### src/hw/lfm_map.svh
// register map, field positions, reset values and timing constants of the fault manager
`ifndef LFM_MAP_SVH
`define LFM_MAP_SVH

// byte offsets of the register words
`define LFM_OFS_STATUS_REG_ONE    8'h00
`define LFM_OFS_STATUS_REG_TWO    8'h04
`define LFM_OFS_STATUS_REG_THREE    8'h08
`define LFM_OFS_SYSTEM_CONFIG_ONE    8'h0c
`define LFM_OFS_SYSTEM_CONFIG_TWO    8'h10
`define LFM_OFS_WDTAP      8'h14
`define LFM_OFS_STATE      8'h18

// status_reg_three bit positions
`define LFM_ST3_TW         0
`define LFM_ST3_PC         1
`define LFM_ST3_SPE        2
`define LFM_ST3_V5A        3

// system_config_one positions (channel enables sit at bits 1:0)
`define LFM_CFG1_WDEN      2
`define LFM_CFG1_FPREL     3

// system_config_two positions (latch selects are 2-bit channel pairs)
`define LFM_CFG2_TS_LO     0
`define LFM_CFG2_HS_LO     2
`define LFM_CFG2_LS_LO     4
`define LFM_CFG2_IFT_LO    6
`define LFM_CFG2_PC        8

// reset values
`define LFM_ST1_RST        8'h00
`define LFM_ST2_RST        6'h00
`define LFM_ST3_RST        4'h2
`define LFM_CFG1_RST       4'h4
`define LFM_CFG2_RST       9'h000
`define LFM_WDTAP_RST      5'h18

// watchdog counter size, highest legal tap
`define LFM_WD_WIDTH       25
`define LFM_WD_TAP_MAX     5'h18

// clock rate and shortest fault retry time
`define LFM_CLK_MHZ        250
`define LFM_RETRY_BASE_US  3600

`endif

### src/hw/lfm_pkg.sv
// types shared by the fault manager files
package lfm_pkg;

  // per-channel protection state
  typedef enum logic [2:0] {
    LFM_OFF   = 3'b000,
    LFM_RUN   = 3'b001,
    LFM_RETRY = 3'b010,
    LFM_THERM = 3'b011,
    LFM_LATCH = 3'b100
  } lfm_chan_e;

endpackage

### src/hw/lfm_retry_timer.sv
// per-channel current limit fault retry timer
`timescale 1ns/1ps
`include "lfm_map.svh"

module lfm_retry_timer
  import lfm_pkg::*;
#(
  parameter int unsigned BASE_CYC = `LFM_RETRY_BASE_US * `LFM_CLK_MHZ,
  parameter int unsigned CNT_W    = 24
) (
  input  wire logic       pclk,
  input  wire logic       presetn,
  input  wire logic       start,
  input  wire logic [1:0] sel,
  output logic            done
);

  logic [CNT_W-1:0] cnt_r;
  logic             busy_r;
  logic [CNT_W-1:0] load_val;

  // duration doubles per select step: base, 2x, 4x, 8x
  assign load_val = CNT_W'(BASE_CYC) << sel;

  // down counter, restarted by each start
  always_ff @(posedge pclk or negedge presetn) begin
    if (!presetn) begin
      cnt_r  <= '0;
      busy_r <= 1'b0;
      done   <= 1'b0;
    end else begin
      done <= 1'b0;
      if (start) begin
        cnt_r  <= load_val - CNT_W'(1);
        busy_r <= 1'b1;
      end else if (busy_r) begin
        if (cnt_r == '0) begin
          busy_r <= 1'b0;
          done   <= 1'b1;
        end else begin
          cnt_r <= cnt_r - CNT_W'(1);
        end
      end
    end
  end

endmodule // lfm_retry_timer

### src/hw/lfm_fault_mgr.sv
// dual-channel led driver fault manager with apb register access
`timescale 1ns/1ps
`include "lfm_map.svh"

module lfm_fault_mgr
  import lfm_pkg::*;
#(
  parameter int unsigned NCH       = 2,
  parameter int unsigned RETRY_CYC = `LFM_RETRY_BASE_US * `LFM_CLK_MHZ
) (
  input  wire logic           pclk,
  input  wire logic           presetn,
  input  wire logic           psel,
  input  wire logic           penable,
  input  wire logic           pwrite,
  input  wire logic [7:0]     paddr,
  input  wire logic [31:0]    pwdata,
  output logic                pready,
  output logic [31:0]         prdata,
  output logic                pslverr,
  input  wire logic [NCH-1:0] short_cmp,
  input  wire logic [NCH-1:0] hs_overcurrent,
  input  wire logic [NCH-1:0] ls_overcurrent,
  input  wire logic [NCH-1:0] toff_min_hit,
  input  wire logic [NCH-1:0] over_temp,
  input  wire logic [NCH-1:0] temp_cooled,
  input  wire logic [NCH-1:0] bootstrap_low,
  input  wire logic [NCH-1:0] loop_filter_high,
  input  wire logic           thermal_warn,
  input  wire logic           analog_supply_low,
  input  wire logic           power_cycle_evt,
  input  wire logic           serial_frame_ok,
  input  wire logic           serial_frame_err,
  output logic [NCH-1:0]      hs_gate_en,
  output logic [NCH-1:0]      ls_gate_en,
  output logic [NCH-1:0]      comp_discharge,
  output logic [NCH-1:0]      comp_disconnect,
  output logic [NCH-1:0]      soft_start,
  output logic                standalone_mode,
  output logic                fault_output_pin_o,
  output logic                fault_output_pin_oe
);

  // sticky status words
  logic [4*NCH-1:0]   status_reg_one_r;
  logic [3*NCH-1:0]   status_reg_two_r;
  logic [3:0]         status_reg_three_r;
  // configuration words
  logic [NCH+1:0]     system_config_one_r;
  logic [3*NCH+2:0]   system_config_two_r;
  logic [4:0]         watchdog_tap_select_r;
  // watchdog
  logic [`LFM_WD_WIDTH-1:0] wd_cnt_r;
  logic               wd_expire;
  // bus decode
  logic               setup_ph;
  logic               wr_done;
  logic               rd_done;
  logic               addr_ok;
  logic [31:0]        rd_mux;
  // per-channel controls
  lfm_chan_e          chan_r   [NCH];
  lfm_chan_e          chan_nxt [NCH];
  logic [NCH-1:0]     kind_hs_r;
  logic [NCH-1:0]     latch_go;
  logic [NCH-1:0]     retry_go;
  logic [NCH-1:0]     retry_done;
  logic [NCH-1:0]     en_rise;
  logic [NCH-1:0]     chan_held;
  logic [NCH-1:0]     ts_latch;
  logic [NCH-1:0]     hs_latch;
  logic [NCH-1:0]     ls_latch;
  logic               pc_latch;
  logic [1:0]         ift_sel;
  logic               any_fault;
  logic               pin_low_r;
  logic               pin_event;
  logic               serial_err_evt;
  logic [4*NCH-1:0]   st1_src;
  logic [3*NCH-1:0]   st2_src;

  // sticky flag update: the set wins over a read clear
  function automatic logic flag_upd(input logic cur, input logic ev,
                                    input logic cond, input logic clr);
    flag_upd = ev | (cur & ~(clr & ~cond));
  endfunction

  // address match used by the error, write and read-clear decodes
  function automatic logic hit(input logic [7:0] a, input logic [7:0] ofs);
    hit = (a == ofs);
  endfunction

  // tap index above the counter top is clamped to the top bit
  function automatic logic [4:0] tap_idx(input logic [4:0] t);
    tap_idx = (t > `LFM_WD_TAP_MAX) ? `LFM_WD_TAP_MAX : t;
  endfunction

  // apb phases: one wait-free access after a setup that loads read data
  assign setup_ph = psel & ~penable;
  assign pready   = psel & penable;
  assign wr_done  = psel & penable & pwrite;
  assign rd_done  = psel & penable & ~pwrite;
  assign addr_ok  = hit(paddr, `LFM_OFS_STATUS_REG_ONE) | hit(paddr, `LFM_OFS_STATUS_REG_TWO) |
                    hit(paddr, `LFM_OFS_STATUS_REG_THREE) | hit(paddr, `LFM_OFS_SYSTEM_CONFIG_ONE) |
                    hit(paddr, `LFM_OFS_SYSTEM_CONFIG_TWO) | hit(paddr, `LFM_OFS_WDTAP) |
                    hit(paddr, `LFM_OFS_STATE);
  assign pslverr  = psel & penable & ~addr_ok;

  // read data selection
  always_comb begin
    rd_mux = 32'h0000_0000;
    case (paddr)
      `LFM_OFS_STATUS_REG_ONE: rd_mux[4*NCH-1:0] = status_reg_one_r;
      `LFM_OFS_STATUS_REG_TWO: rd_mux[3*NCH-1:0] = status_reg_two_r;
      `LFM_OFS_STATUS_REG_THREE: rd_mux[3:0] = status_reg_three_r;
      `LFM_OFS_SYSTEM_CONFIG_ONE: rd_mux[NCH+1:0] = system_config_one_r;
      `LFM_OFS_SYSTEM_CONFIG_TWO: rd_mux[3*NCH+2:0] = system_config_two_r;
      `LFM_OFS_WDTAP:   rd_mux[4:0] = watchdog_tap_select_r;
      `LFM_OFS_STATE:   rd_mux[NCH:0] = {standalone_mode, chan_held};
      default:          rd_mux = 32'h0000_0000;
    endcase
  end

  // read data captured in the setup cycle
  always_ff @(posedge pclk or negedge presetn) begin
    if (!presetn) begin
      prdata <= 32'h0000_0000;
    end else if (setup_ph && !pwrite) begin
      prdata <= rd_mux;
    end
  end

  // standalone forces auto-restart with the shortest retry time
  assign ts_latch = standalone_mode ? '0 :
                    system_config_two_r[`LFM_CFG2_TS_LO +: NCH];
  assign hs_latch = standalone_mode ? '0 :
                    system_config_two_r[`LFM_CFG2_HS_LO +: NCH];
  assign ls_latch = standalone_mode ? '0 :
                    system_config_two_r[`LFM_CFG2_LS_LO +: NCH];
  assign pc_latch = ~standalone_mode & system_config_two_r[`LFM_CFG2_PC];
  assign ift_sel  = standalone_mode ? 2'b00 :
                    system_config_two_r[`LFM_CFG2_IFT_LO +: 2];
  // condition levels gathered in status bit order
  assign st1_src  = {loop_filter_high, ls_overcurrent, hs_overcurrent, short_cmp};
  assign st2_src  = {bootstrap_low, toff_min_hit, over_temp};

  // status_reg_one: short, high-side, low-side, loop filter pairs
  // short flag
  always_ff @(posedge pclk or negedge presetn) begin
    if (!presetn) begin
      status_reg_one_r <= `LFM_ST1_RST;
    end else begin
      for (int i = 0; i < 4*NCH; i++) begin
        status_reg_one_r[i] <= flag_upd(status_reg_one_r[i], st1_src[i], st1_src[i],
          rd_done & hit(paddr, `LFM_OFS_STATUS_REG_ONE));
      end
    end
  end

  // status_reg_two: thermal shutdown, min off-time, bootstrap pairs
  // thermal flag
  always_ff @(posedge pclk or negedge presetn) begin
    if (!presetn) begin
      status_reg_two_r <= `LFM_ST2_RST;
    end else begin
      for (int i = 0; i < 3*NCH; i++) begin
        status_reg_two_r[i] <= flag_upd(status_reg_two_r[i], st2_src[i], st2_src[i],
          rd_done & hit(paddr, `LFM_OFS_STATUS_REG_TWO));
      end
    end
  end

  // serial error from the framer or from watchdog expiry
  // serial error
  assign serial_err_evt = serial_frame_err | wd_expire;

  // status_reg_three: warning, power cycle, serial error, analog supply
  // power cycle flag
  always_ff @(posedge pclk or negedge presetn) begin
    if (!presetn) begin
      status_reg_three_r <= `LFM_ST3_RST;
    end else begin
      status_reg_three_r[`LFM_ST3_TW] <= flag_upd(status_reg_three_r[`LFM_ST3_TW],
        thermal_warn, thermal_warn, rd_done & hit(paddr, `LFM_OFS_STATUS_REG_THREE));
      status_reg_three_r[`LFM_ST3_PC] <= flag_upd(status_reg_three_r[`LFM_ST3_PC],
        power_cycle_evt, 1'b0, rd_done & hit(paddr, `LFM_OFS_STATUS_REG_THREE));
      status_reg_three_r[`LFM_ST3_SPE] <= flag_upd(status_reg_three_r[`LFM_ST3_SPE],
        serial_err_evt, 1'b0, rd_done & hit(paddr, `LFM_OFS_STATUS_REG_THREE));
      status_reg_three_r[`LFM_ST3_V5A] <= flag_upd(status_reg_three_r[`LFM_ST3_V5A],
        analog_supply_low, analog_supply_low, rd_done & hit(paddr, `LFM_OFS_STATUS_REG_THREE));
    end
  end

  // system_config_one: channel enables, watchdog enable, pin release strobe
  // watchdog enabled
  always_ff @(posedge pclk or negedge presetn) begin
    if (!presetn) begin
      system_config_one_r <= `LFM_CFG1_RST;
    end else begin
      if (wr_done && hit(paddr, `LFM_OFS_SYSTEM_CONFIG_ONE)) begin
        system_config_one_r <= pwdata[NCH+1:0];
      end else begin
        system_config_one_r[`LFM_CFG1_FPREL] <= 1'b0; // release bit self-clears
      end
      for (int c = 0; c < NCH; c++) begin
        if (latch_go[c]) begin
          system_config_one_r[c] <= 1'b0;
        end
      end
    end
  end

  // enable written from zero to one restarts a latched channel whose current limit and thermal flags are clear
  // host restart
  assign en_rise = (wr_done && hit(paddr, `LFM_OFS_SYSTEM_CONFIG_ONE)) ?
                   (pwdata[NCH-1:0] & ~system_config_one_r[NCH-1:0]) : '0;

  // system_config_two and watchdog tap
  // latch selects
  always_ff @(posedge pclk or negedge presetn) begin
    if (!presetn) begin
      system_config_two_r   <= `LFM_CFG2_RST;
      watchdog_tap_select_r <= `LFM_WDTAP_RST;
    end else if (wr_done) begin
      if (hit(paddr, `LFM_OFS_SYSTEM_CONFIG_TWO)) begin
        system_config_two_r <= pwdata[3*NCH+2:0];
      end
      if (hit(paddr, `LFM_OFS_WDTAP)) begin
        watchdog_tap_select_r <= pwdata[4:0];
      end
    end
  end

  // watchdog expiry at the selected counter bit
  // tap expiry
  assign wd_expire = system_config_one_r[`LFM_CFG1_WDEN] & ~standalone_mode &
                     wd_cnt_r[tap_idx(watchdog_tap_select_r)];

  // watchdog counter restarted by every valid frame, stopped in standalone
  // enter standalone
  always_ff @(posedge pclk or negedge presetn) begin
    if (!presetn) begin
      wd_cnt_r        <= '0;
      standalone_mode <= 1'b0;
    end else begin
      if (serial_frame_ok || !system_config_one_r[`LFM_CFG1_WDEN] || standalone_mode) begin
        wd_cnt_r <= '0;
      end else begin
        wd_cnt_r <= wd_cnt_r + `LFM_WD_WIDTH'(1);
      end
      if (wd_expire) begin
        standalone_mode <= 1'b1;
      end
    end
  end

  // independent protection path for each channel
  // per-channel state
  genvar g;
  generate
    for (g = 0; g < NCH; g++) begin : g_chan
      // next-state decision
      always_comb begin
        chan_nxt[g] = chan_r[g];
        case (chan_r[g])
          LFM_OFF: begin
            if (system_config_one_r[g]) chan_nxt[g] = LFM_RUN;
          end
          LFM_RUN: begin
            if (!system_config_one_r[g]) chan_nxt[g] = LFM_OFF;
            else if (over_temp[g]) chan_nxt[g] = ts_latch[g] ? LFM_LATCH : LFM_THERM;
            else if (hs_overcurrent[g]) chan_nxt[g] = hs_latch[g] ? LFM_LATCH : LFM_RETRY;
            else if (ls_overcurrent[g]) chan_nxt[g] = ls_latch[g] ? LFM_LATCH : LFM_RETRY;
            else if (power_cycle_evt && pc_latch) chan_nxt[g] = LFM_LATCH;
          end
          LFM_RETRY: begin
            if (!system_config_one_r[g]) chan_nxt[g] = LFM_OFF;
            else if (retry_done[g]) chan_nxt[g] = LFM_RUN;
          end
          LFM_THERM: begin
            if (!system_config_one_r[g]) chan_nxt[g] = LFM_OFF;
            else if (temp_cooled[g]) chan_nxt[g] = LFM_RUN;
          end
          LFM_LATCH: begin
            if (en_rise[g] && !status_reg_one_r[NCH+g] && !status_reg_one_r[2*NCH+g]
                && !status_reg_two_r[g]) chan_nxt[g] = LFM_RUN;
          end
          default: chan_nxt[g] = LFM_OFF;
        endcase
      end

      assign latch_go[g]  = (chan_r[g] != LFM_LATCH) && (chan_nxt[g] == LFM_LATCH);
      assign retry_go[g]  = (chan_r[g] == LFM_RUN) && (chan_nxt[g] == LFM_RETRY);
      assign chan_held[g] = (chan_r[g] == LFM_RETRY) || (chan_r[g] == LFM_THERM) ||
                            (chan_r[g] == LFM_LATCH);

      // state, fault kind and switch controls, all registered
      // high-side response
      always_ff @(posedge pclk or negedge presetn) begin
        if (!presetn) begin
          chan_r[g]          <= LFM_OFF;
          kind_hs_r[g]       <= 1'b0;
          hs_gate_en[g]      <= 1'b0;
          ls_gate_en[g]      <= 1'b0;
          comp_discharge[g]  <= 1'b1;
          comp_disconnect[g] <= 1'b0;
          soft_start[g]      <= 1'b0;
        end else begin
          chan_r[g] <= chan_nxt[g];
          if (chan_r[g] == LFM_RUN && chan_nxt[g] != LFM_RUN) begin
            kind_hs_r[g] <= hs_overcurrent[g] & ~over_temp[g];
          end
          hs_gate_en[g]      <= (chan_nxt[g] == LFM_RUN);
          ls_gate_en[g]      <= (chan_nxt[g] == LFM_RUN) ||
                                ((chan_nxt[g] == LFM_RETRY) &&
                                 ((chan_r[g] == LFM_RUN) ? (hs_overcurrent[g] & ~over_temp[g])
                                                         : kind_hs_r[g]));
          comp_discharge[g]  <= (chan_nxt[g] != LFM_RUN);
          comp_disconnect[g] <= (chan_nxt[g] == LFM_RUN) && toff_min_hit[g];
          soft_start[g]      <= (chan_r[g] != LFM_RUN) && (chan_nxt[g] == LFM_RUN);
        end
      end

      lfm_retry_timer #(
        .BASE_CYC (RETRY_CYC),
        .CNT_W    (24)
      ) u_retry (
        .pclk    (pclk),
        .presetn (presetn),
        .start   (retry_go[g]),
        .sel     (ift_sel),
        .done    (retry_done[g])
      );
    end
  endgenerate

  // faults that pull the pin and faults that block its release
  // pin faults
  assign pin_event = (|hs_overcurrent) | (|ls_overcurrent) | (|over_temp) |
                     power_cycle_evt;
  assign any_fault = (|hs_overcurrent) | (|ls_overcurrent) | (|over_temp) | (|chan_held);

  // open-drain fault pin: set wins over release
  // guarded release
  always_ff @(posedge pclk or negedge presetn) begin
    if (!presetn) begin
      pin_low_r <= 1'b1; // power-up counts as a power cycle fault
    end else if (pin_event) begin
      pin_low_r <= 1'b1;
    end else if (system_config_one_r[`LFM_CFG1_FPREL] && !any_fault) begin
      pin_low_r <= 1'b0;
    end
  end

  assign fault_output_pin_o  = 1'b0;
  assign fault_output_pin_oe = pin_low_r;

endmodule // lfm_fault_mgr

### config.mk
export PLATFORM = sky130hd
export DESIGN_NAME = lfm_fault_mgr
export DESIGN_NICKNAME = d
export VERILOG_FILES = /design/src/hw/lfm_pkg.sv /design/src/hw/lfm_retry_timer.sv /design/src/hw/lfm_fault_mgr.sv
export VERILOG_INCLUDE_DIRS = /design/src /design/src/hw
export SDC_FILE = /design/constraint.sdc
export NUM_CORES = 1
export LEC_CHECK = 0
export ABC_CLOCK_PERIOD_IN_PS = 4100
export CORE_MARGIN = 4
export CORE_UTILIZATION = 50
export CTS_CLUSTER_SIZE = 8
export DETAILED_ROUTE_END_ITERATION = 12
export DONT_BUFFER_PORTS = 1
export PLACE_DENSITY = 0.75
export SETUP_SLACK_MARGIN = 0.02
export SLEW_MARGIN = 20
export SYNTH_ARGS = -nofsm -noshare
export SYNTH_HDL_FRONTEND = slang
export SYNTH_SLANG_ARGS = --single-unit
### constraint.sdc
create_clock -name pclk -period 4.1 [get_ports pclk]
set_input_delay 0.41 -clock pclk [delete_from_list [all_inputs] [get_ports pclk]]
set_output_delay 0.41 -clock pclk [all_outputs]
set_load 0.02 [all_outputs]
==> flow_summary_export.csv, run 1 <==
group,metric,value,unit
synthesis,synth-edff-count,0,
finish,final_nets,835,
setup_path,cpPeakStageDelay,0.63,ns
sta,slew_violations,0,
power,p_clk_share,32.7,%
clock_network,clock_latency,0.42,ns
floorplanning,dieWidth,130.0,um
drt,top_layer_used,"met5",
place,gp_congestion,0.8720,
grt,grtUsageTotal,21.31,%
power,swShare,32.34,%
finish,fillers,1249,
sta,slew_headroom,29.17,%
finish,drive_gt1_share,10.59,%
setup_path,crit_required,4.38,ns
drt,initialDrtViolationCount,447,
synthesis,yosysUniqueCellTypes,67,
power,p_seq_share,47.1,%
sta,fin_crit_sh,71.42,%
grt,antenna_found_initial,1,
power,p_sw,1.396,mW
floorplanning,ios,113,
synthesis,yosys_register_bits,142,
setup_path,rrSetupSlack,1.17,ns
clock_network,root_buffer,"clkbuf_16",
place,place_inst,925,
clock_network,post_cts_buffers,0,
setup_path,crit_slowest_cell,"o31ai_1",
clock_network,cts.clk_slew.worst_paths,0.06,ns
clock_network,cts_buffers,17,
power,vdd_drop_max,0.3591,mV
drt,wl_met1,7.283,mm
drt,viasPerCell,5.997,
drt,drcViolationCount,0,
synthesis,synth_top_area_cell,"dfrtp_1",
run_status,outcome,"finished, violations left",
synthesis,muxShareOfSynthArea,5.113,%
power,static-leakage-power,3.245,nW
synthesis,ys_seq_area_share,47.88,%
drt,route.met2.wl,8.252,mm
synthesis,synth_top_area_share,45.41,%
drt,vias,5745,
drt,antenna_left,0,
synthesis,netlist_area,7440,um2
clock_network,htreeDepth,4,
clock_network,cts_tree,"done",
synthesis,synthAdderAreaFrac,1.345,%
synthesis,synth_area_per_cell,9.802,um2
synthesis,yosysWarnings,0,
floorplanning,start_util,51.19,%
power,p_int,2.921,mW
setup_path,critPathKind,"flop to flop",
sta,hold_viol,35,
power,p_comb_share,20.2,%
finish,n_antenna_cell,0,
sta,rsz0062_at_grt,"false",
drt,wl_per_cell,17.83,um
floorplanning,core-area,14530,um2
drt,dr_wl_met3,1.187,mm
sta,max_slew.worst_pin.slew,1.058,ns
synthesis,synth_xor_area_share,6.710,%
floorplanning,dieHeight,130.0,um
floorplanning,dieArea,16890,um2
sta,final.setup_skew,0.009104,ns
finish,syn2layout_area_growth,8.930,%
setup_path,path_buf_inv,1,
synthesis,synth-compound-area-share,13.22,%
synthesis,syn_inst,759,
power,power.density,532.7,nW/um2
clock_network,clockBufferDepth,2,
setup_path,cp-end-kind,"flop",
worst_hold_path,worstHoldPathType,"input pin to async pin",
sta,setup_tns,0,ns
place,dp_hpwl,12.22,mm
synthesis,synth.most_common_cell,"dfrtp_1",
setup_path,critPathMaxFanout,6,
sta,layout_min_cycle_time,2.928,ns
drt,firstDrtPassIters,5,
clock_network,clock-sinks,142,
setup_path,cp.arrival,3.21,ns
setup_path,cp_top_family,"simple AND/OR/NAND/NOR gates",
synthesis,synthArstFlopShare,100.0,%
finish,design_area,8104,um2
setup_path,cp-start-kind,"flop",
place,placed_cell_area,7532,um2
sta,setup_violations,0,
sta,clock.fmax,341.5,MHz
grt,grt_max_degree,143,
sta,hold_ws,-0.05498,ns
run_status,failed_checks,"hold timing",
floorplanning,rows,44,
synthesis,synthTopCellsByArea,"dfrtp_1, nor2_1, xnor2_1",
synthesis,synth_top_family_by_area,"simple AND/OR/NAND/NOR gates",
power,p_total,4.317,mW
grt,grt_pass1_wl,28.65,mm
synthesis,ys.flop_type,"dfrtp_1",
finish,fin_cells,958,
place,port_buffers,0,
run,max-cap-violations,0,
synthesis,synth_common_cells,"dfrtp_1, nor2_1, nand2_1",
synthesis,yosys.area_share.simple,20.59,%
grt,overflow,0,
grt,grt_pass1_vias,5801,
drt,wl,17.08,mm
setup_path,crit_chain,"inv_1 > ha_1 > or3b_2 > or4_2 > o31ai_1 > nor3_1 > xnor2_1 > mux2i_1",
==> sequential cells by signal, summed over array words and instances, names as in the netlist, 5 cells and up <==
register,cells
chan_r,6
g_chan.u_retry.cnt_r,48
prdata,9
status_reg_one_r,8
status_reg_two_r,6
system_config_two_r,9
watchdog_tap_select_r,5
wd_cnt_r,25
==> final cells by class <==
type | count | area [um2] | area share [%]
flip-flops and latches | 142 | 3562 | 43.96
clock buffers | 26 | 509.2 | 6.284
inverters | 30 | 112.6 | 1.390
multi-input cells | 564 | 3590 | 44.30
well taps | 184 | 230.2 | 2.841
clock inverters | 6 | 35.03 | 0.4323
repair buffers | 6 | 65.06 | 0.8028
==> worst reg2reg max path: stages (launching register included) <==
cell	delay, ns
dfrtp_1	0.38
inv_1	0.09
ha_1	0.17
or3b_2	0.51
or4_2	0.62
o31ai_1	0.63
nor3_1	0.13
xnor2_1	0.17
mux2i_1	0.08
==> power by group through the flow <==
stage	combinational [mW]	clock [mW]	sequential, mW
final	0.872	1.41	2.03
after global routing	0.984	1.51	2.08
after CTS	0.876	1.43	2.03
after detailed placement	0.838	0	2.04
after global placement	0.791	0	2.02
after floorplan	0.723	0	1.95
==> cell families (layout without fill, tap and decap cells) <==
group / Yosys count / after routing
simple gates: 296 / 296
compound gates: 148 / 148
flops: 142 / 142
buf+inv: 76 / 68
xor+xnor: 57 / 57
mux: 31 / 31
fa+ha+maj: 8 / 8
other cells: 1 / 24
==> per-stage QoR <==
step                      util [%]  setup slack, ns  hold WS (ns)
final                        55.76            1.172      -0.05498
after global placement       51.83            1.268        0.1186
after floorplan                  -            1.414        0.1144
after CTS                    55.76            1.154       0.02247
after global routing         55.76           0.9175       0.01549
after detailed placement     51.83            1.172        0.1193
==> cell usage in the layout, fill, tap and decap left out, types with 22 or more instances in the layout <==
cell type	synthesis	final
conb_1	1	24
xor2_1	25	25
inv_1	30	30
nand2_1	54	54
xnor2_1	32	32
dfrtp_1	135	135
nor2_1	92	92
a21oi_1	44	44
nand3_1	22	22
a21o_1	25	25
==> worst paths after layout <==
kind,end,cells past startpoint,from
setup / recovery,g_chan[0].u_retry.cnt_r[13],8,g_chan[0].u_retry.cnt_r[0]
hold / removal,status_reg_two_r[3],1,presetn
setup reg to reg,g_chan[0].u_retry.cnt_r[13],8,g_chan[0].u_retry.cnt_r[0]
hold reg to reg,status_reg_three_r[2],2,status_reg_three_r[2]
max in group asynchronous,wd_cnt_r[2],1,presetn
min in group pclk,status_reg_one_r[1],1,short_cmp[1]
==> per-layer routing <==
layer	global-route usage, %	up-vias
met3	6.918	32
met4	7.457	2
met2	34.73	178
met1	26.83	2858
met5	0	-
li1	-	2675
==> what timing repair did <==
| action | CTS | global route |
|---|---|---|
| gates resized for setup | 0 | 0 |
| hold endpoints to repair | 142 | 0 |
| hold buffers | 1 | 0 |
No activity file was read; power rests on OpenSTA's default activity.
==> inputs of run 2 (changes only) <==
--- a/config.mk
+++ b/config.mk
@@ -6,7 +6,8 @@
 export SDC_FILE = /design/constraint.sdc
 export NUM_CORES = 1
 export LEC_CHECK = 0
-export ABC_CLOCK_PERIOD_IN_PS = 4100
+export ABC_AREA = 1
+export ABC_CLOCK_PERIOD_IN_PS = 2800
 export CORE_MARGIN = 4
 export CORE_UTILIZATION = 50
 export CTS_CLUSTER_SIZE = 8
==> constraint.sdc (replaced) <==
create_clock -name pclk -period 2.8 [get_ports pclk]
set_input_delay 0.28 -clock pclk [delete_from_list [all_inputs] [get_ports pclk]]
set_output_delay 0.28 -clock pclk [all_outputs]
set_load 0.02 [all_outputs]
==> run 2 against run 1 <==
  * Via count up 32%
  * Flip-flop and latch count is the same
  * Largest cell class unchanged
  * Non-clock buffer count up 28
  * Clock skew rose by 0.0034 ns
  * The run still ends with hold timing left
  * Register-to-register slack worse by 0.73 ns
  * Highest routed layer is now met4
  * Total power is 3.1% higher
  * Area after synthesis grew 14%
  * Critical path type unchanged
==> flow_summary_export.csv, run 2 <==
group,metric,value,unit
drt,wl_met1,9.170,mm
sta,setup_tns,0,ns
setup_path,crit_slowest_cell,"nand2_1",
setup_path,cp.arrival,2.67,ns
synthesis,synth.most_common_cell,"nand2_1",
synthesis,syn_inst,1149,
sta,slew_headroom,53.71,%
power,vdd_drop_max,0.4064,mV
finish,most-common-layout-cells,"nand2_1, inv_1, dfrtp_1",
setup_path,cp_top_family,"simple AND/OR/NAND/NOR gates",
synthesis,synth_top_area_cell,"dfrtp_1",
clock_network,cts_buffers,17,
clock_network,clock-sinks,142,
grt,overflow,0,
finish,drive_gt1_share,8.117,%
finish,top_regs,"g_chan.u_retry.cnt_r (48), wd_cnt_r (25)",
worst_hold_path,worstHoldPathType,"input pin to async pin",
sta,hold_ws,-0.4603,ns
floorplanning,dieHeight,138.0,um
synthesis,synthArstFlopShare,100.0,%
drt,wl,20.93,mm
drt,viasPerCell,5.339,
grt,grtUsageTotal,23.19,%
drt,initialDrtViolationCount,578,
setup_path,crit_required,3.11,ns
synthesis,synthTopCellsByArea,"dfrtp_1, nand2_1, inv_1",
sta,rsz0062_at_grt,"false",
sta,max_slew.worst_pin.slew,0.6927,ns
place,port_buffers,0,
grt,grt_max_degree,143,
clock_network,htreeDepth,4,
run_status,outcome,"finished, violations left",
synthesis,yosysUniqueCellTypes,50,
clock_network,post_cts_buffers,0,
synthesis,yosys_register_bits,142,
drt,vias,7555,
setup_path,cp-start-kind,"flop",
synthesis,synth_area_per_cell,7.354,um2
setup_path,critPathMaxFanout,13,
place,gp_congestion,0.9269,
setup_path,path_buf_inv,3,
sta,slew_violations,0,
drt,drcViolationCount,0,
sta,hold_viol,142,
sta,layout_min_cycle_time,2.356,ns
setup_path,crit_path_frequent_cell,"nand2_1",
run_status,failed_checks,"hold timing",
grt,antenna_found_initial,0,
drt,antenna_left,0,
drt,dr_wl_met3,1.553,mm
sta,setup_violations,0,
floorplanning,rows,47,
synthesis,synth_top_area_share,39.98,%
synthesis,ys_seq_area_share,42.16,%
clock_network,cts_tree,"done",
drt,route.met2.wl,9.709,mm
place,dp_hpwl,14.92,mm
finish,n_antenna_cell,0,
synthesis,netlist_area,8449,um2
clock_network,postCtsHoldBufs,21,
run,max-cap-violations,0,
clock_network,clockBufferDepth,2,
setup_path,cpPeakStageDelay,0.41,ns
setup_path,crit_chain,"inv_1 > ha_1 > inv_1 > nor2_2 > inv_1 > nor2_1 > nand4_1 > nand2_1 > nand2_1 > nand2_1 > nand2_1",
floorplanning,start_util,50.95,%
finish,mostFrequentLayoutCell,"nand2_1",
floorplanning,dieWidth,138.0,um
sta,fin_crit_sh,84.15,%
clock_network,root_buffer,"clkbuf_16",
power,static-leakage-power,4.689,nW
clock_network,cts_resized,0,
setup_path,cp-end-kind,"flop",
clock_network,cts.clk_slew.worst_paths,0.07,ns
grt,grt_pass1_wl,35.22,mm
synthesis,synth_common_cells,"nand2_1, dfrtp_1, inv_1",
drt,firstDrtPassIters,7,
finish,largest_register,"g_chan.u_retry.cnt_r",
grt,grt_pass1_vias,7192,
finish,syn2layout_area_growth,11.02,%
synthesis,yosysWarnings,0,
drt,top_layer_used,"met4",
clock_network,clock_latency,0.43,ns
floorplanning,ios,113,
setup_path,critPathKind,"flop to flop",
floorplanning,core-area,16580,um2
sta,clock.fmax,424.4,MHz
finish,largest_register_ffs,48,
synthesis,ys.flop_type,"dfrtp_1",
finish,final_nets,1256,
power,power.density,474.6,nW/um2
drt,wl_per_cell,14.79,um
floorplanning,dieArea,19040,um2
synthesis,synth-edff-count,0,
sta,final.setup_skew,0.01248,ns
finish,fin_util,56.56,%
## run 2: cell types whose count changed after synthesis, moves of 15 or more
cell,change
nand2_1,+254
nand3_1,+75
clkbuf_1,-17
inv_1,+105
mux2_2,-16
a21o_1,-25
o21ai_0,+53
a31oi_1,-15
nor2_1,+36
xnor2_1,-19
## run 2: cells by family (layout without fill, tap and decap cells)
logic type,after synthesis,in the layout,share of synthesized area [%]
and+or+nand+nor,623,623,32.77
buffers and inverters,192,215,10.44
AOI/OAI and AO/OA,148,148,9.774
DFF,142,142,42.16
xor gates and xnor gates,35,35,3.628
adders and majority gates,8,8,1.185
other,1,24,0.04438
## run 2: per-stage QoR
stage / area, um2 / instances / hold slack (ns) / worst slack [ns] / power, mW
2_1_floorplan: 8536 / 1172 / -0.01559 / 0.9395 / 2.230
3_3_place_gp: 8591 / 1362 / -0.01212 / 0.4828 / 2.224
3_5_place_dp: 8591 / 1362 / -0.01210 / 0.4608 / 2.226
4_1_cts: 9380 / 1415 / -0.4701 / 0.4237 / 4.474
5_1_grt: 9380 / 1415 / -0.4848 / 0.2222 / 4.602
6_report: 9380 / 1415 / -0.4603 / 0.4438 / 4.452
## run 2: per-layer routing
metal | track usage [%] | vias up
met3 | 5.842 | 40
met4 | 7.849 | 0
li1 | - | 3716
met5 | 0 | -
met2 | 36.77 | 287
met1 | 31.12 | 3512
## run 2: report_power, final
group | internal, mW | switching (mW)
clock network | 1.25 | 0.984
logic | 0.0470 | 0.0894
registers | 2.06 | 0.0158
total | 3.36 | 1.09
## run 2: worst paths after layout
kind                                       startpoint                     endpoint  slack, ns  depth (start not counted)
min in group pclk                           pwdata[4]     watchdog_tap_select_r[4]       0.01                          2
max                        g_chan[1].u_retry.cnt_r[0]  g_chan[1].u_retry.cnt_r[20]       0.44                         11
min reg2reg                              wd_cnt_r[24]                 wd_cnt_r[24]       0.49                          1
min                                           presetn          status_reg_two_r[3]      -0.46                          0
max in group asynchronous                     presetn     watchdog_tap_select_r[4]       2.99                          0
max reg2reg                g_chan[1].u_retry.cnt_r[0]  g_chan[1].u_retry.cnt_r[20]       0.44                         11
## run 2: cell type report
cell class                      count  area, um2
Multi-Input combinational cell    838       4091
Clock inverter                     15      153.9
Inverter                          149      564.3
Timing Repair Buffer               34      307.8
Sequential cell                   142       3562
Fill cell                        1537       7203
Clock buffer                       17      425.4
Tap cell                          220      275.3
==> inputs of run 3 (changes only) <==
--- a/config.mk
+++ b/config.mk
@@ -7,7 +7,7 @@
 export NUM_CORES = 1
 export LEC_CHECK = 0
 export ABC_AREA = 1
-export ABC_CLOCK_PERIOD_IN_PS = 2800
+export ABC_CLOCK_PERIOD_IN_PS = 2430
 export CORE_MARGIN = 4
 export CORE_UTILIZATION = 50
 export CTS_CLUSTER_SIZE = 8
==> constraint.sdc (replaced) <==
create_clock -name pclk -period 2.43 [get_ports pclk]
set_input_delay 0.243 -clock pclk [delete_from_list [all_inputs] [get_ports pclk]]
set_output_delay 0.243 -clock pclk [all_outputs]
set_load 0.02 [all_outputs]
==> run 3 against run 2 <==
  * The flow still finishes with violations (hold timing)
  * Clock skew is essentially flat
  * Sequential power rose by 15%
  * Sequential share of layout area down 0.42 points
  * Hold slack worse by 0.052 ns
  * Global-route usage is 0.35 points higher
  * Register-to-register slack worse by 0.21 ns
  * Clock power is 21% higher
  * Utilization rose by 0.63 points
  * Non-clock buffer count increased by 6
  * Flip-flop and latch count stayed put
  * Combinational power grew 24%
  * Via count is 1.6% higher
  * Critical path type unchanged
==> flow_summary_export.csv, run 3 (synthesis results as in run 2) <==
group,metric,value,unit
drt,wl_per_cell,15.09,um
run_status,outcome,"finished, violations left",
sta,slew_violations,0,
finish,largest_register,"g_chan.u_retry.cnt_r",
floorplanning,ios,113,
floorplanning,start_util,50.95,%
setup_path,crit_chain,"inv_1 > ha_1 > inv_1 > nor3_4 > inv_2 > nor2_2 > nand4_1 > nand2_2 > buf_4 > nor3_1 > xnor2_1 > nor2_1",
grt,overflow,0,
drt,drcViolationCount,0,
finish,most-common-layout-cells,"nand2_1, inv_1, dfrtp_1",
drt,wl,21.45,mm
place,dp_hpwl,15.08,mm
sta,rsz0062_at_grt,"false",
run_status,failed_checks,"hold timing",
sta,setup_violations,0,
run,max-cap-violations,0,
finish,top_regs,"g_chan.u_retry.cnt_r (48), wd_cnt_r (25)",
sta,clock.fmax,456.0,MHz
finish,design_area,9484,um2
floorplanning,dieArea,19040,um2
grt,grt_max_degree,143,
floorplanning,dieWidth,138.0,um
setup_path,cp.arrival,2.52,ns
sta,setup_tns,0,ns
setup_path,crit_required,2.76,ns
finish,mostFrequentLayoutCell,"nand2_1",
drt,vias,7676,
setup_path,cp-end-kind,"flop",
clock_network,root_buffer,"clkbuf_16",
clock_network,cts_tree,"done",
grt,grt_pass1_vias,7255,
clock_network,cts_buffers,17,
grt,grtUsageTotal,23.53,%
sta,max_slew.worst_pin.slew,0.6877,ns
setup_path,critPathKind,"flop to flop",
finish,largest_register_ffs,48,
drt,firstDrtPassIters,5,
clock_network,clockBufferDepth,2,
setup_path,cp-start-kind,"flop",
finish,syn2layout_area_growth,12.25,%
sta,layout_min_cycle_time,2.193,ns
clock_network,clock-sinks,142,
drt,antenna_left,0,
drt,initialDrtViolationCount,625,
setup_path,critPathMaxFanout,11,
floorplanning,dieHeight,138.0,um
setup_path,cpPeakStageDelay,0.45,ns
clock_network,clock_latency,0.44,ns
setup_path,crit_slowest_cell,"dfrtp_1",
sta,slew_headroom,54.04,%
sta,hold_viol,142,
floorplanning,rows,47,
place,gp_congestion,0.9260,
power,power.density,555.3,nW/um2
power,static-leakage-power,4.724,nW
floorplanning,core-area,16580,um2
grt,grt_pass1_wl,35.65,mm
finish,final_nets,1262,
place,port_buffers,0,
setup_path,cp_top_family,"simple AND/OR/NAND/NOR gates",
clock_network,cts.clk_slew.worst_paths,0.07,ns
drt,viasPerCell,5.398,
setup_path,path_buf_inv,4,
power,vdd_drop_max,0.5190,mV
grt,antenna_found_initial,0,
sta,final.setup_skew,0.01293,ns
place,placed_cell_area,8583,um2
sta,fin_crit_sh,90.25,%
setup_path,crit_path_frequent_cell,"inv_1",
worst_hold_path,worstHoldPathType,"input pin to async pin",
finish,drive_gt1_share,8.243,%
clock_network,htreeDepth,4,
sta,hold_ws,-0.5120,ns
## run 3: layer usage
metal	share of wire, %	global-route usage (%)
met1	43	31.22
met2	47	38.23
met3	7.2	4.572
met4	2.8	9.001
met5	0	0
## run 3: what timing repair did
item / CTS / global route
hold buffers: 27 / 1
setup endpoints to repair: 0 / 14
hold endpoints to repair: 172 / 143
setup buffers: 0 / 0
resized for setup: 0 / 4
## run 3: cell type report
cell class / count / area, um2
inverters: 149 / 564.3
repair buffers: 40 / 370.4
diodes: 1 / 2.502
well taps: 220 / 275.3
clock buffers: 20 / 456.7
clock inverters: 12 / 148.9
multi-input cells: 838 / 4104
fillers: 1495 / 7099
flip-flops and latches: 142 / 3562
## run 3: worst paths after layout
path / startpoint / endpoint / slack [ns] / cells after the start
worst max register to register: g_chan[0].u_retry.cnt_r[0] / g_chan[0].u_retry.cnt_r[23] / 0.24 / 12
worst max-delay path: g_chan[0].u_retry.cnt_r[0] / g_chan[0].u_retry.cnt_r[23] / 0.24 / 12
worst min register to register: system_config_two_r[0] / system_config_two_r[0] / 0.50 / 2
min in group pclk: pwdata[0] / system_config_two_r[0] / 0.02 / 2
worst min-delay path: presetn / prdata[5] / -0.51 / 0
max in group asynchronous: presetn / watchdog_tap_select_r[4] / 2.67 / 0
## run 3: where the power goes
group	switching [mW]	total, mW	internal, mW
combinational	0.107	0.169	0.0613
sequential	0.0179	2.40	2.38
clock	1.11	2.70	1.59
total	1.23	5.27	4.03
## run 3: through the flow
stage / setup slack (ns) / power, mW / instances / utilization, %
finish: 0.2368 / 5.266 / 1422 / 57.19
global route: 0.06315 / 5.424 / 1421 / 57.18
CTS: 0.1611 / 5.271 / 1420 / 57.04
detailed placement: 0.2053 / 2.565 / 1361 / 51.76
global placement: 0.2682 / 2.562 / 1361 / 51.76
floorplan: 0.5695 / 2.569 / 1172 / -
